[config.mk]
export PLATFORM = sky130hd
export DESIGN_NAME = cantxs_status
export DESIGN_NICKNAME = d
export VERILOG_FILES = /design/src/include/cantxs_pkg.sv /design/src/verilog/cantxs_status.sv
export SDC_FILE = /design/constraint.sdc
export NUM_CORES = 1
export LEC_CHECK = 0
export ABC_AREA = 0
export ABC_CLOCK_PERIOD_IN_PS = 2500
export BUFFER_PORTS_ARGS = -buffer_cell sky130_fd_sc_hd__buf_2
export CORE_MARGIN = 4
export CORE_UTILIZATION = 43
export CTS_BUF_LIST = sky130_fd_sc_hd__clkbuf_16
export DETAILED_ROUTE_END_ITERATION = 12
export PLACE_DENSITY = 0.89
export SLEW_MARGIN = 20
export SYNTH_ARGS = -nofsm -noshare
export SYNTH_HDL_FRONTEND = slang
export SYNTH_SLANG_ARGS = --single-unit
[constraint.sdc]
create_clock -name pclk -period 2.5 [get_ports pclk]
set_input_delay 0.5 -clock pclk [delete_from_list [all_inputs] [get_ports pclk]]
set_output_delay 0.5 -clock pclk [all_outputs]
set_load 0.005 [all_outputs]
[src/include/cantxs_pkg.sv]
/*
 Package for the transmit buffer status and abort block: register offsets,
 field widths and reset values. Assumes a 32-bit APB register bus.
*/
package cantxs_pkg;
   localparam int unsigned cantxs_num_buffers = 3;
   localparam int unsigned cantxs_addr_width = 4;
   localparam logic [3:0] cantxs_off_flags = 4'h0;
   localparam logic [3:0] cantxs_off_irq_en = 4'h4;
   localparam logic [3:0] cantxs_off_abort_rq = 4'h8;
   localparam logic [3:0] cantxs_off_abort_ak = 4'hc;
   localparam logic [3:0] cantxs_off_control = 4'h0;
   localparam logic [2:0] cantxs_flags_reset = 3'h7;
   localparam logic [2:0] cantxs_zero_reset = 3'h0;
   localparam int unsigned cantxs_bit_init_rq = 0;
   localparam int unsigned cantxs_bit_listen = 1;
   localparam int unsigned cantxs_ctrl_width = 2;
endpackage

[src/verilog/cantxs_status.sv]
/*
 Transmit buffer empty flags, interrupt enables, abort requests and abort
 acknowledges of a CAN controller with three transmit buffers, APB slave.
 Assumes a protocol engine that reports per-buffer transmit success, abort
 grant and buffer start, and an init handshake partner for init_ack.
*/
// Chosen here: the register offsets and the APB interface to the registers.
// Summary of operation
// - Empty flags clear on write 1, ignore 0; writes only outside init mode.
// - Init mode (request and acknowledge high) holds empty flags at reset value; control stays at reset here, so init mode is never entered.
// - One empty flag per buffer; 1 empty, 0 loaded and scheduled.
// - Successful transmission of a buffer sets its empty flag.
// - Granted abort sets the buffer's empty flag.
// - Interrupt pending while any enabled buffer's empty flag is set.
// - Clearing an empty flag clears that buffer's abort acknowledge.
// - Setting an empty flag for any cause clears its abort request.
// - Listen-only mode refuses flag clears and starts no transmission; control stays at reset here, so listen_only stays 0.
// - Buffer access blocked while its empty flag is 0 and scheduled.
// - One interrupt enable per buffer; 1 lets its empty event interrupt.
// - Interrupt enables reset in init mode; writable only outside it.
// - Abort requests reset in init mode; writable only outside it.
// - Abort granted only before start, or after lost arbitration or error.
// - Granted abort sets empty flag and acknowledge; interrupt if enabled.
// - Writes of 0 to abort requests are ignored.
// - Abort acknowledge shows a queued message was really cancelled.
// - Abort acknowledges read-only, one per buffer, reset in init mode.
`timescale 1ns/10ps
`default_nettype none
module cantxs_status
#(
   parameter int unsigned num_buffers = cantxs_pkg::cantxs_num_buffers
)
(
   input wire logic pclk,
   input wire logic presetn,
   input wire logic psel,
   input wire logic penable,
   input wire logic pwrite,
   input wire logic [cantxs_pkg::cantxs_addr_width-1:0] paddr,
   input wire logic [31:0] pwdata,
   input wire logic [3:0] pstrb,
   output logic [31:0] prdata,
   output logic pready,
   output logic pslverr,
   input wire logic init_mode_acknowledge,
   input wire logic [num_buffers-1:0] tx_success,
   input wire logic [num_buffers-1:0] tx_abort_grantable,
   input wire logic [num_buffers-1:0] buffer_access_req,
   output logic init_mode_request,
   output logic listen_only,
   output logic [num_buffers-1:0] tx_request,
   output logic [num_buffers-1:0] buffer_access_blocked,
   output logic tx_irq
);
   import cantxs_pkg::*;

   // Register fields and reset constants are three bits wide
   if (num_buffers != cantxs_num_buffers)
   begin : g_width_check
      $error("num_buffers must equal the register field width");
   end

   logic [num_buffers-1:0] tx_buffer_empty_flags;
   logic [num_buffers-1:0] tx_empty_irq_enables;
   logic [num_buffers-1:0] tx_abort_requests;
   logic [num_buffers-1:0] tx_abort_acknowledges;
   logic [cantxs_ctrl_width-1:0] control;
   logic init_mode;
   logic wr_access;
   logic rd_access;
   logic wr_flags;
   logic wr_irq_en;
   logic wr_abort;
   logic wr_control;
   logic [num_buffers-1:0] abort_grant;
   logic [num_buffers-1:0] next_flags;
   logic [num_buffers-1:0] flag_set;
   logic [num_buffers-1:0] flag_clr;
   logic [31:0] next_prdata;
   logic next_pslverr;
   logic [3:0] reg_index;
   logic map_hit;

   // No address above the four registers exists, so control stays at reset
   logic paddr_hi;
   assign paddr_hi = 1'b0;
   assign init_mode = control[cantxs_bit_init_rq] & init_mode_acknowledge;
   assign wr_access = psel & penable & pwrite & ~pready;
   assign rd_access = psel & penable & ~pwrite & ~pready;
   assign reg_index = paddr;
   assign wr_control = wr_access & pstrb[0] & (reg_index == cantxs_off_control) & paddr_hi;
   assign wr_flags = wr_access & pstrb[0] & (reg_index == cantxs_off_flags) & ~init_mode;
   assign wr_irq_en = wr_access & pstrb[0] & (reg_index == cantxs_off_irq_en) & ~init_mode;
   assign wr_abort = wr_access & pstrb[0] & (reg_index == cantxs_off_abort_rq) & ~init_mode;

   // Grant only while the engine reports the buffer as abortable
   assign abort_grant = tx_abort_requests & ~tx_buffer_empty_flags & tx_abort_grantable;
   assign flag_set = tx_success | abort_grant;
   // Listen-only refuses clears; a set in the same cycle wins
   assign flag_clr = (wr_flags & ~control[cantxs_bit_listen]) ?
                     pwdata[num_buffers-1:0] : '0;
   assign next_flags = (tx_buffer_empty_flags & ~flag_clr) | flag_set;

   // Per-buffer state: empty flag, enable, abort request and acknowledge
   generate
      for (genvar b = 0; b < num_buffers; b++)
      begin : g_buffer
         always_ff @(posedge pclk or negedge presetn)
         begin
            if (!presetn)
            begin
               tx_buffer_empty_flags[b] <= cantxs_flags_reset[b];
            end
            else if (init_mode)
            begin
               tx_buffer_empty_flags[b] <= cantxs_flags_reset[b];
            end
            else
            begin
               tx_buffer_empty_flags[b] <= next_flags[b];
            end
         end

         always_ff @(posedge pclk or negedge presetn)
         begin
            if (!presetn)
            begin
               tx_empty_irq_enables[b] <= cantxs_zero_reset[b];
            end
            else if (init_mode)
            begin
               tx_empty_irq_enables[b] <= cantxs_zero_reset[b];
            end
            else if (wr_irq_en)
            begin
               tx_empty_irq_enables[b] <= pwdata[b];
            end
         end

         // A flag that becomes set in the same cycle as a request write wins
         always_ff @(posedge pclk or negedge presetn)
         begin
            if (!presetn)
            begin
               tx_abort_requests[b] <= cantxs_zero_reset[b];
            end
            else if (init_mode)
            begin
               tx_abort_requests[b] <= cantxs_zero_reset[b];
            end
            else if (flag_set[b] | (next_flags[b] & ~tx_buffer_empty_flags[b]))
            begin
               tx_abort_requests[b] <= 1'b0;
            end
            else if (wr_abort & pwdata[b])
            begin
               tx_abort_requests[b] <= 1'b1;
            end
         end

         // A grant in the same cycle as a software clear keeps the acknowledge
         always_ff @(posedge pclk or negedge presetn)
         begin
            if (!presetn)
            begin
               tx_abort_acknowledges[b] <= cantxs_zero_reset[b];
            end
            else if (init_mode)
            begin
               tx_abort_acknowledges[b] <= cantxs_zero_reset[b];
            end
            else if (abort_grant[b])
            begin
               tx_abort_acknowledges[b] <= 1'b1;
            end
            else if (flag_clr[b])
            begin
               tx_abort_acknowledges[b] <= 1'b0;
            end
         end
      end
   endgenerate

   always_ff @(posedge pclk or negedge presetn)
   begin
      if (!presetn)
      begin
         control <= '0;
      end
      else if (wr_control)
      begin
         control <= pwdata[cantxs_ctrl_width-1:0];
      end
   end

   always_comb
   begin
      map_hit = 1'b1;
      next_prdata = '0;
      case (reg_index)
         cantxs_off_flags: next_prdata[num_buffers-1:0] = tx_buffer_empty_flags;
         cantxs_off_irq_en: next_prdata[num_buffers-1:0] = tx_empty_irq_enables;
         cantxs_off_abort_rq: next_prdata[num_buffers-1:0] = tx_abort_requests;
         cantxs_off_abort_ak: next_prdata[num_buffers-1:0] = tx_abort_acknowledges;
         default: map_hit = 1'b0;
      endcase
      next_pslverr = ~map_hit;
   end

   always_ff @(posedge pclk or negedge presetn)
   begin
      if (!presetn)
      begin
         pready <= 1'b0;
         prdata <= '0;
         pslverr <= 1'b0;
      end
      else
      begin
         pready <= psel & penable & ~pready;
         pslverr <= psel & penable & ~pready & next_pslverr;
         prdata <= rd_access ? next_prdata : '0;
      end
   end

   always_ff @(posedge pclk or negedge presetn)
   begin
      if (!presetn)
      begin
         tx_irq <= 1'b0;
         tx_request <= '0;
         buffer_access_blocked <= '0;
         init_mode_request <= 1'b0;
         listen_only <= 1'b0;
      end
      else
      begin
         tx_irq <= |(next_flags & tx_empty_irq_enables & {num_buffers{~init_mode}});
         tx_request <= control[cantxs_bit_listen] ? '0 : ~next_flags;
         buffer_access_blocked <= ~next_flags & buffer_access_req;
         init_mode_request <= control[cantxs_bit_init_rq];
         listen_only <= control[cantxs_bit_listen];
      end
   end
endmodule
`default_nettype wire

# Word level (Yosys, flattened, before mapping)
# Index checks and enable logic that the tools add are counted.
classes:
  div: 0
  shift: 0
  n_addsub: 0
  muxes: 19
  reduce_logical: 9
  mul: 0
  order_cmp: 0
  n_eq_ne: 3
  n_bitwise: 36
op_table:
  columns: ["operator", "count"]
  rows:
  - ["$reduce_bool A3 Y1", 6]
  - ["$and A1 B1 Y1", 17]
  - ["$mux W1", 16]
  - ["$and A3 B3 Y3", 5]
  - ["$pmux W3 S4", 1]
  - ["$not A3 Y3", 3]
  - ["$eq A4 B4 Y1 const B", 2]
  - ["$mux W3", 2]
  - ["$not A1 Y1", 6]
  - ["$or A3 B3 Y3", 2]
  - ["$eq A4 B3 Y1 const B", 1]
  - ["$logic_not A4 Y1", 1]
  - ["$reduce_or A4 Y1", 1]
  - ["$or A1 B1 Y1", 3]
  - ["$reduce_or A3 Y1", 1]
totals:
  output_inout_bits: 43
  regBits: 24
  input_bits: 55
  mem_bits_rw: 0
  n_memories: 0
  elab_cells: 85
  rom_bits: 0
  latchBits: 0

# Longest topological paths before layout
# Gate-level depths: netlist of the first run.
depth:
  word_depth: 12
  ltp_mapped: 6
  ltp_nobuf: 5

# Least setup slack after synthesis of the first run
# OpenSTA, ideal clock, no wires.
synth_path:
  path_type: "input to register"
  startpoint: "in paddr[1] in the netlist's numbering"
  endpoint: "reg tx_irq"
  setup_time_ns: 0.126
  arrival_ns: 1.624
  n_path_buf: 1
  required_ns: 2.374
  path_stages: 5
  setup_slack_ns: 0.750
  path_cell_list: "or3_1 buf_6 nor3_4 a31oi_2 a221o_1"
synth_via:
  elab_chain_cells: 8
synth_rtl:
  columns: ["item", "line_no", "source"]
  rows:
  - ["start: declaration", "cantxs_status.sv:39", "input wire logic [cantxs_pkg::cantxs_addr_width-1:0] paddr,"]
  - ["$logic_not A4 Y1", "cantxs_status.sv:92", "assign wr_flags = wr_access & pstrb[0] & (reg_index == cantxs_off_flags) & ~init_mode;"]
  - ["$and A1 B1 Y1", "cantxs_status.sv:92", null]
  - ["$mux W3", "cantxs_status.sv:100", "assign flag_clr = (wr_flags & ~control[cantxs_bit_listen]) ?"]
  - ["$not A3 Y3", "cantxs_status.sv:102", "assign next_flags = (tx_buffer_empty_flags & ~flag_clr) | flag_set;"]
  - ["$and A3 B3 Y3", "cantxs_status.sv:102", null]
  - ["$or A3 B3 Y3", "cantxs_status.sv:102", null]
  - ["named net next_flags[0]", "cantxs_status.sv:76", "logic [num_buffers-1:0] next_flags;"]
  - ["$and A3 B3 Y3", "cantxs_status.sv:238", "tx_irq <= |(next_flags & tx_empty_irq_enables & {num_buffers{~init_mode}});"]
  - ["$reduce_or A3 Y1", "cantxs_status.sv:238", null]
  - ["end signal: assignment", "cantxs_status.sv:238", null]
  - ["end: declaration", "cantxs_status.sv:53", "output logic tx_irq"]
# The timed path passes the listed nets, and every way through them passes these cells.
# A chain may end at the register's enable or synchronous reset.

# Worst setup path in the final report of the first run
layout_path:
  startpoint: "in paddr[1] in the netlist's numbering"
  endpoint: "reg tx_empty_irq_enables[1]"
layout_via:
  elab_chain_cells: 2
layout_rtl:
  columns: ["item", "line_no", "source"]
  rows:
  - ["$eq A4 B3 Y1", "cantxs_status.sv:93", "assign wr_irq_en = wr_access & pstrb[0] & (reg_index == cantxs_off_irq_en) & ~init_mode;"]
  - ["$and A1 B1 Y1", "cantxs_status.sv:93", null]
  - ["end signal: indexed assignment", "cantxs_status.sv:128", "tx_empty_irq_enables[b] <= cantxs_zero_reset[b];"]
  - ["end signal: indexed assignment", "cantxs_status.sv:132", "tx_empty_irq_enables[b] <= cantxs_zero_reset[b];"]
  - ["end signal: indexed assignment", "cantxs_status.sv:136", "tx_empty_irq_enables[b] <= pwdata[b];"]
  - ["end: declaration", "cantxs_status.sv:64", "logic [num_buffers-1:0] tx_empty_irq_enables;"]
# No other way between the ends.

==> results.yml, run 1 <==
run_status:
  status: "finished clean"
timing:
  fin_crit_ns: 1.80
  relSlewSlack: 0.661
  finalSetupViolations: 0
  drv_slew: 0
  hold_violations: 0
  tightest_slew_ns: 0.508
  max_freq_ghz: 0.557
  finClkSkew_ns: 0.00198
  setup_tns_ns: 0
  rsz0062_at_grt: "no"
  fin_crit_sh: 0.719
floorplan:
  rows: 20
  dieArea_mm2: 0.00413
  core_area_mm2: 0.00303
  ios: 98
  start_util: 0.449
  die_x_um: 64.2
  die_h_um: 64.2
logic_synthesis:
  ys_ff_latch: 24
  synth-async-reset-ratio: 1.00
  synth_top_area_cell: "dfrtp_1"
  synthTopCellsByArea: "dfrtp_1 (39%), buf_4 (17%), dfstp_2 (5.8%), mux2i_1 (4.4%), inv_1 (2.5%)"
  synth_edf_count: 0
  synthSimpleGateAreaFrac: 0.156
  netlist.area_leader.share: 0.386
  ys.flop_type: "dfrtp_1"
  yosysSeqAreaShare: 0.444
  synth_top_family_by_area: "buffers and inverters"
  synth_compound_area_frac: 0.128
  yosys_warnings: 0
  synth_mux_area_frac: 0.0607
  syn_area_per_cell_um2: 10.3
  synth-xor-area-share: 0
  synth_area_mm2: 0.00136
  syn_inst: 132
  synthAdderAreaFrac: 0
  synthDistinctLibCells: 37
power:
  ir_drop_v: 0.000204
  p_leak_nw: 0.845
  power.total_w: 0.000928
  p_per_area_mw_per_mm2: 599
layout:
  final-instance-count-excl-fill: 210
  nNetsFinal: 222
  post-route-util: 0.512
  drive_above_1_share: 0.283
  layout_commonest_cell: "buf_2"
  n_antenna_cell: 0
  final_cell_mix: "buf_2 (33), conb_1 (31), dfrtp_1 (21)"
  areaGrowthSynthToFinish_pct: 13.9
  nFillCells: 288
routing:
  drt_iter0_drc: 47
  drt_pass1_iterations: 4
  ant_nets: 0
  finalWirelength_um: 2440
  wl_per_cell_um: 11.6
  drc: 0
  viasPerCell: 4.58
  vias: 961
worst_hold_path:
  min_path_type: "in -> async"
clock_network:
  post_cts_resized: 0
  clock_sinks: 24
  root_buffer: "clkbuf_16"
  clk_latency_ns: 0.25
  cts_setup_buffers: 0
  hold_buffers: 0
  cts_made_buffers: 3
  clk_path_buf_depth: 2
  h-tree-depth: 1
  cts_tree: "built"
  clk_pin_slew_ns: 0.06
placed_design:
  portBuffers: 33
  routabilityCongestion: 0.788
  dp.cells: 206
  hpwl_um: 1960
setup_path:
  cpPeakStageDelay_ns: 0.55
  crit_chain: "buf_2 > or3_1 > nor3_2 > mux2_2"
  path_class: "in -> reg"
  critPathRequiredTime_ns: 2.64
  worst_ep_arrival_time_ns: 1.94
  crit_path_end_kind: "flop"
  slowest_stage: "or3_1"
  worstSetupStartpointType: "input pin"
  path_max_fanout: 7
global_routing:
  grt_pass1_vias: 939
  grt_pass1_wl_um: 3970
  grt_max_degree: 25
  grt.overflow.total: 0
  grtUsageTotal: 0.120
  antenna_found_initial: 0
job:
  drv_cap: 0
-- critical path, delay by kind of cell --
kind / cells / cell delay, ns
and+or+nand+nor: 2 / 0.94
muxes: 1 / 0.38
buffers and inverters: 1 / 0.12
-- worst paths after layout --
path	depth (start not counted)	start	endpoint	slack, ns
worst max-delay path	4	paddr[1]	tx_empty_irq_enables[1]	0.70
worst min-delay path	1	presetn	tx_request[0]	0.21
worst max register to register	3	pready	tx_empty_irq_enables[1]	0.88
worst min register to register	1	tx_abort_acknowledges[2]	tx_abort_acknowledges[2]	0.48
max in group asynchronous	1	presetn	tx_buffer_empty_flags[1]	1.93
min in group pclk	2	tx_success[1]	tx_abort_requests[1]	0.44
-- cells in the mapped netlist, types with 2 or more instances --
cell / instances
a211oi_1: 2
a21oi_1: 4
and2_1: 4
buf_4: 31
dfrtp_1: 21
dfstp_2: 3
inv_1: 9
mux2_2: 2
mux2i_1: 6
nand2_1: 7
nand3b_1: 4
nor2_1: 6
nor3_1: 3
nor3_4: 2
o21ai_0: 3
o21bai_1: 2
o22a_1: 3
-- final cells by class --
| class | instances | area (um2) | share of cell area |
|---|---|---|---|
| well taps | 44 | 55.1 | 0.0355 |
| inverters | 9 | 33.8 | 0.0218 |
| clock buffers | 3 | 75.1 | 0.0485 |
| multi-input cells | 96 | 586 | 0.378 |
| repair buffers | 33 | 165 | 0.107 |
| flip-flops and latches | 24 | 604 | 0.390 |
| clock inverters | 1 | 30.0 | 0.0194 |
-- flip-flops by register name (all words and copies together), names as in the netlist --
| name | count |
|---|---|
| pready | 1 |
| buffer_access_blocked | 3 |
| tx_abort_requests | 3 |
| pslverr | 1 |
| tx_irq | 1 |
| tx_request | 3 |
| prdata | 3 |
| tx_buffer_empty_flags | 3 |
| tx_abort_acknowledges | 3 |
| tx_empty_irq_enables | 3 |
-- metrics by stage --
step	instance area (um2)	setup WS (ns)	hold slack, ns
floorplan	1470	0.750	0.204
global placement	1440	0.463	0.466
detailed placement	1440	0.429	0.471
CTS	1550	0.672	0.228
global route	1550	0.628	0.247
finish	1550	0.703	0.207
-- logic make-up after synthesis --
| family | count (synthesis) |
|---|---|
| compound gates | 23 |
| flops | 24 |
| other cells | 1 |
| mux | 8 |
| simple gates | 34 |
| buf+inv | 42 |
-- report_power, final --
| group | internal, W | total [W] | switching, W | leakage, nW |
|---|---|---|---|---|
| registers | 0.000396 | 0.000401 | 0.00000442 | 0.314 |
| logic | 0.0000297 | 0.0000797 | 0.0000500 | 0.480 |
| clock network | 0.000318 | 0.000448 | 0.000130 | 0.0511 |
-- metal layers --
metal	track usage	vias up	part of all wire
met4	0.0317	0	0.010
met5	0	-	0
met2	0.216	40	0.52
li1	-	457	-
met3	0.0299	3	0.085
met1	0.140	461	0.38
(Power assumes the default switching activity.)
==> inputs of run 2 (changes only) <==
--- a/config.mk
+++ b/config.mk
@@ -6,13 +6,13 @@
 export NUM_CORES = 1
 export LEC_CHECK = 0
 export ABC_AREA = 0
-export ABC_CLOCK_PERIOD_IN_PS = 2500
+export ABC_CLOCK_PERIOD_IN_PS = 1700
 export BUFFER_PORTS_ARGS = -buffer_cell sky130_fd_sc_hd__buf_2
 export CORE_MARGIN = 4
-export CORE_UTILIZATION = 43
+export CORE_UTILIZATION = 40
 export CTS_BUF_LIST = sky130_fd_sc_hd__clkbuf_16
 export DETAILED_ROUTE_END_ITERATION = 12
-export PLACE_DENSITY = 0.89
+export PLACE_DENSITY = 0.84
 export SLEW_MARGIN = 20
 export SYNTH_ARGS = -nofsm -noshare
 export SYNTH_HDL_FRONTEND = slang
==> constraint.sdc (replaced) <==
create_clock -name pclk -period 1.7 [get_ports pclk]
set_input_delay 0.34 -clock pclk [delete_from_list [all_inputs] [get_ports pclk]]
set_output_delay 0.34 -clock pclk [all_outputs]
set_load 0.005 [all_outputs]
==> results.yml, run 2 (same netlist as run 1, synthesis figures left out) <==
floorplan:
  rows: 20
  die_x_um: 66.3
  die_h_um: 66.3
  core_area_mm2: 0.00315
  ios: 98
  dieArea_mm2: 0.00440
  start_util: 0.431
global_routing:
  antenna_found_initial: 0
  met3_usage: 0.0425
  grt.overflow.total: 0
  met1_usage: 0.146
  busiest_layer: "met2"
  grtUsageTotal: 0.122
  grt_pass1_vias: 945
  grt.met2_usage: 0.209
  grt_max_degree: 25
  grt_pass1_wl_um: 4170
setup_path:
  worst_ep_arrival_time_ns: 1.71
  path_class: "in -> reg"
  rrSetupSlack_ns: 0.16
  crit_path_end_kind: "flop"
  reg2reg_depth: 5
  path_max_fanout: 6
  r2r_end: "buffer_access_blocked[1]"
  worstSetupStartpointType: "input pin"
  critPathRequiredTime_ns: 1.83
  regToRegStartpoint: "pready"
layout:
  n_antenna_cell: 0
  layout_commonest_cell: "buf_2"
  areaGrowthSynthToFinish_pct: 18.9
  final-instance-count-excl-fill: 219
  nNetsFinal: 231
  final_cell_mix: "buf_2 (33), conb_1 (31), dfrtp_1 (21)"
  drive_above_1_share: 0.320
routing:
  ant_nets: 0
  drc: 0
  drt_pass1_iterations: 4
  finalWirelength_um: 2600
  drt_iter0_drc: 23
  viasPerCell: 4.47
  vias: 978
  wl_per_cell_um: 11.9
power:
  p_per_area_mw_per_mm2: 846
  p_leak_nw: 0.889
  power.total_w: 0.00137
  ir_drop_v: 0.000570
placed_design:
  hpwl_um: 2150
  routabilityCongestion: 0.781
  portBuffers: 33
  dp.cells: 215
timing:
  relSlewSlack: 0.648
  max_freq_ghz: 0.634
  fin_crit_ns: 1.58
  finClkSkew_ns: 0.000862
  tightest_slew_ns: 0.528
  hold_violations: 0
  drv_slew: 0
  finalSetupViolations: 0
  rsz0062_at_grt: "no"
  hold_slack_ns: 0.0592
  fin_crit_sh: 0.928
  setup_tns_ns: 0
clock_network:
  cts_setup_buffers: 0
  clock_sinks: 24
  cts_made_buffers: 3
  root_buffer: "clkbuf_16"
  h-tree-depth: 1
  clk_path_buf_depth: 2
  hold_buffers: 0
  post_cts_resized: 0
  clk_latency_ns: 0.25
  clk_pin_slew_ns: 0.06
  cts_tree: "built"
worst_hold_path:
  min_path_type: "in -> async"
job:
  drv_cap: 0
run_status:
  status: "finished clean"
==> run 2: how the worst max path moves through the flow <==
stage	startpoint	to	slack (ns)	cells past startpoint
final	paddr[1]	tx_irq	0.12	5
after detailed placement	paddr[1]	tx_empty_irq_enables[0]	-0.13	4
after global placement	paddr[1]	tx_irq	-0.12	5
after floorplan	paddr[1]	tx_irq	0.11	5
after CTS	paddr[1]	tx_empty_irq_enables[0]	0.13	4
after global routing	pready	buffer_access_blocked[1]	0.04	5
==> run 2: final cells by class <==
cell class,instances,area (um2)
Timing Repair Buffer,42,233
Sequential cell,24,604
Inverter,9,33.8
Tap cell,44,55.1
Clock inverter,1,30.0
Fill cell,310,1540
Clock buffer,3,75.1
Multi-Input combinational cell,96,586
==> run 2: layer usage <==
metal	vias to the layer above	part of all wire
met4	0	0.0077
li1	477	-
met1	453	0.39
met2	44	0.51
met3	4	0.095
met5	-	0
==> run 2: worst max-delay path, cell delays in order <==
cell     delay [ns]
buf_2          0.12
or3_1          0.53
nor3_4         0.22
a31oi_2        0.14
a221o_1        0.37
==> run 2: where the power goes <==
part | internal [W] | switching, W
clock network | 0.000467 | 0.000187
logic | 0.0000490 | 0.0000751
registers | 0.000583 | 0.00000668
total | 0.00110 | 0.000269
==> run 2: stage by stage <==
stage          area [um2]  worst slack, ns   util
6_report             1620            0.122  0.513
5_1_grt              1620           0.0415  0.513
4_1_cts              1620            0.131  0.513
3_5_place_dp         1510           -0.135  0.479
3_3_place_gp         1510           -0.119  0.479
2_1_floorplan        1470            0.110      -
==> inputs of run 3 (changes only) <==
--- a/config.mk
+++ b/config.mk
@@ -5,14 +5,14 @@
 export SDC_FILE = /design/constraint.sdc
 export NUM_CORES = 1
 export LEC_CHECK = 0
-export ABC_AREA = 0
+export ABC_AREA = 1
 export ABC_CLOCK_PERIOD_IN_PS = 1700
 export BUFFER_PORTS_ARGS = -buffer_cell sky130_fd_sc_hd__buf_2
 export CORE_MARGIN = 4
 export CORE_UTILIZATION = 40
 export CTS_BUF_LIST = sky130_fd_sc_hd__clkbuf_16
 export DETAILED_ROUTE_END_ITERATION = 12
-export PLACE_DENSITY = 0.84
+export PLACE_DENSITY = 0.85
 export SLEW_MARGIN = 20
 export SYNTH_ARGS = -nofsm -noshare
 export SYNTH_HDL_FRONTEND = slang
==> results.yml, run 3 <==
global_routing:
  grt_pass1_vias: 880
  grt.overflow.total: 0
  grt_pass1_wl_um: 3840
  antenna_found_initial: 0
  grtUsageTotal: 0.117
  grt_max_degree: 25
floorplan:
  dieArea_mm2: 0.00429
  ios: 98
  die_x_um: 65.5
  die_h_um: 65.5
  start_util: 0.427
  core_area_mm2: 0.00310
  rows: 20
timing:
  setup_slack_ns: 0.444
  relSlewSlack: 0.655
  hold_slack_ns: 0.0531
  fin_crit_sh: 0.739
  setup_tns_ns: 0
  hold_violations: 0
  max_freq_ghz: 0.796
  finalSetupViolations: 0
  tightest_slew_ns: 0.517
  drv_slew: 0
  rsz0062_at_grt: "no"
  finClkSkew_ns: 0.00463
  fin_crit_ns: 1.26
routing:
  wl_per_cell_um: 10.3
  viasPerCell: 4.11
  drt_iter0_drc: 23
  drt_pass1_iterations: 4
  drc: 0
  ant_nets: 0
  finalWirelength_um: 2400
  vias: 953
logic_synthesis:
  yosysSeqAreaShare: 0.457
  ys_ff_latch: 24
  synthDistinctLibCells: 19
  synth_top_family_by_area: "buffers and inverters"
  synth_top_area_cell: "dfrtp_1"
  syn_inst: 152
  synth_compound_area_frac: 0.0567
  synthSimpleGateAreaFrac: 0.240
  synth-xor-area-share: 0
  netlist.area_leader.share: 0.397
  synthAdderAreaFrac: 0
  synth_edf_count: 0
  synth_mux_area_frac: 0
  synth_area_mm2: 0.00132
  ys.flop_type: "dfrtp_1"
  synth-async-reset-ratio: 1.00
  synthTopCellsByCount: "buf_4 (31), nand2_1 (27), dfrtp_1 (21), inv_1 (18), nor2_1 (11)"
  yosysMostFrequentCell: "buf_4"
  yosys_warnings: 0
  synthTopCellsByArea: "dfrtp_1 (40%), buf_4 (18%), nand2_1 (7.7%), dfstp_2 (6.0%), inv_1 (5.1%)"
  syn_area_per_cell_um2: 8.71
layout:
  areaGrowthSynthToFinish_pct: 15.5
  nNetsFinal: 244
  drive_above_1_share: 0.314
  final_cell_mix: "buf_2 (33), conb_1 (31), nand2_1 (27)"
  post-route-util: 0.493
  layout_commonest_cell: "buf_2"
  n_antenna_cell: 0
setup_path:
  crit_chain: "inv_1 > nand3_4 > nor2_8 > nand3_2 > nand2_1 > nand2_2 > nand2_1 > nand3_1"
  worst_ep_arrival_time_ns: 1.40
  path_max_fanout: 7
  reg2reg_depth: 8
  crit_path_end_kind: "flop"
  critPathRequiredTime_ns: 1.84
  regToRegStartpoint: "pready"
  crit_top_cell: "nand2_1"
  rrSetupSlack_ns: 0.44
  worstSetupStartpointType: "flop"
  slowest_stage: "dfrtp_1"
  cpPeakStageDelay_ns: 0.37
  path_class: "reg -> reg"
  r2r_end: "tx_irq"
power:
  p_leak_nw: 0.904
  power.total_w: 0.00137
  p_per_area_mw_per_mm2: 894
  ir_drop_v: 0.000572
run_status:
  status: "finished clean"
job:
  drv_cap: 0
worst_hold_path:
  min_path_type: "in -> async"
clock_network:
  clk_path_buf_depth: 2
  root_buffer: "clkbuf_16"
  h-tree-depth: 1
  cts_tree: "built"
  clk_pin_slew_ns: 0.06
  cts_made_buffers: 3
  post_cts_resized: 0
  hold_buffers: 0
  cts_setup_buffers: 0
  clk_latency_ns: 0.25
  clock_sinks: 24
placed_design:
  routabilityCongestion: 0.848
  hpwl_um: 1940
  portBuffers: 33
  dpl_worst_slack_ns: 0.367
-- run 3: kinds of logic after synthesis --
family	count (synthesis)
and+or+nand+nor	60
buffers and inverters	55
DFF	24
other	1
AOI/OAI and AO/OA	12
-- run 3: area by class of cell --
type / count / area (um2)
inverters: 24 / 90.1
flip-flops and latches: 24 / 604
fillers: 323 / 1570
multi-input cells: 103 / 509
clock inverters: 1 / 30.0
well taps: 44 / 55.1
clock buffers: 3 / 75.1
repair buffers: 33 / 165
-- run 3: report_power, final --
| group | internal (W) | total (W) | switching [W] |
|---|---|---|---|
| combinational | 0.0000406 | 0.000118 | 0.0000779 |
| clock | 0.000467 | 0.000652 | 0.000185 |
| sequential | 0.000588 | 0.000596 | 0.00000830 |
| total | 0.00110 | 0.00137 | 0.000271 |
-- run 3: how the worst max path moves through the flow --
stage | cells after the start | from | end
after floorplan | 8 | pready | tx_irq
after global placement | 8 | paddr[0] | tx_abort_requests[1]
after detailed placement | 8 | paddr[0] | tx_abort_requests[0]
after CTS | 8 | pready | tx_irq
after global routing | 8 | pready | tx_irq
final | 8 | pready | tx_irq
-- run 3: per-layer routing --
layer / vias to the layer above / part of all wire / GRT usage
li1: 478 / - / -
met1: 425 / 0.39 / 0.130
met2: 42 / 0.48 / 0.196
met3: 8 / 0.11 / 0.0547
met4: 0 / 0.021 / 0.0415
met5: - / 0 / 0
-- run 3: worst max-delay path: cells and delay by family, from the launching register on --
kind | cells | cell delay (ns)
buffers and inverters | 1 | 0.09
DFF | 1 | 0.37
and+or+nand+nor | 7 | 0.67
-- run 3: stage by stage --
step,cells,instance area [um2]
finish,232,1530
global route,232,1530
CTS,232,1530
detailed placement,228,1420
global placement,228,1420
floorplan,182,1440
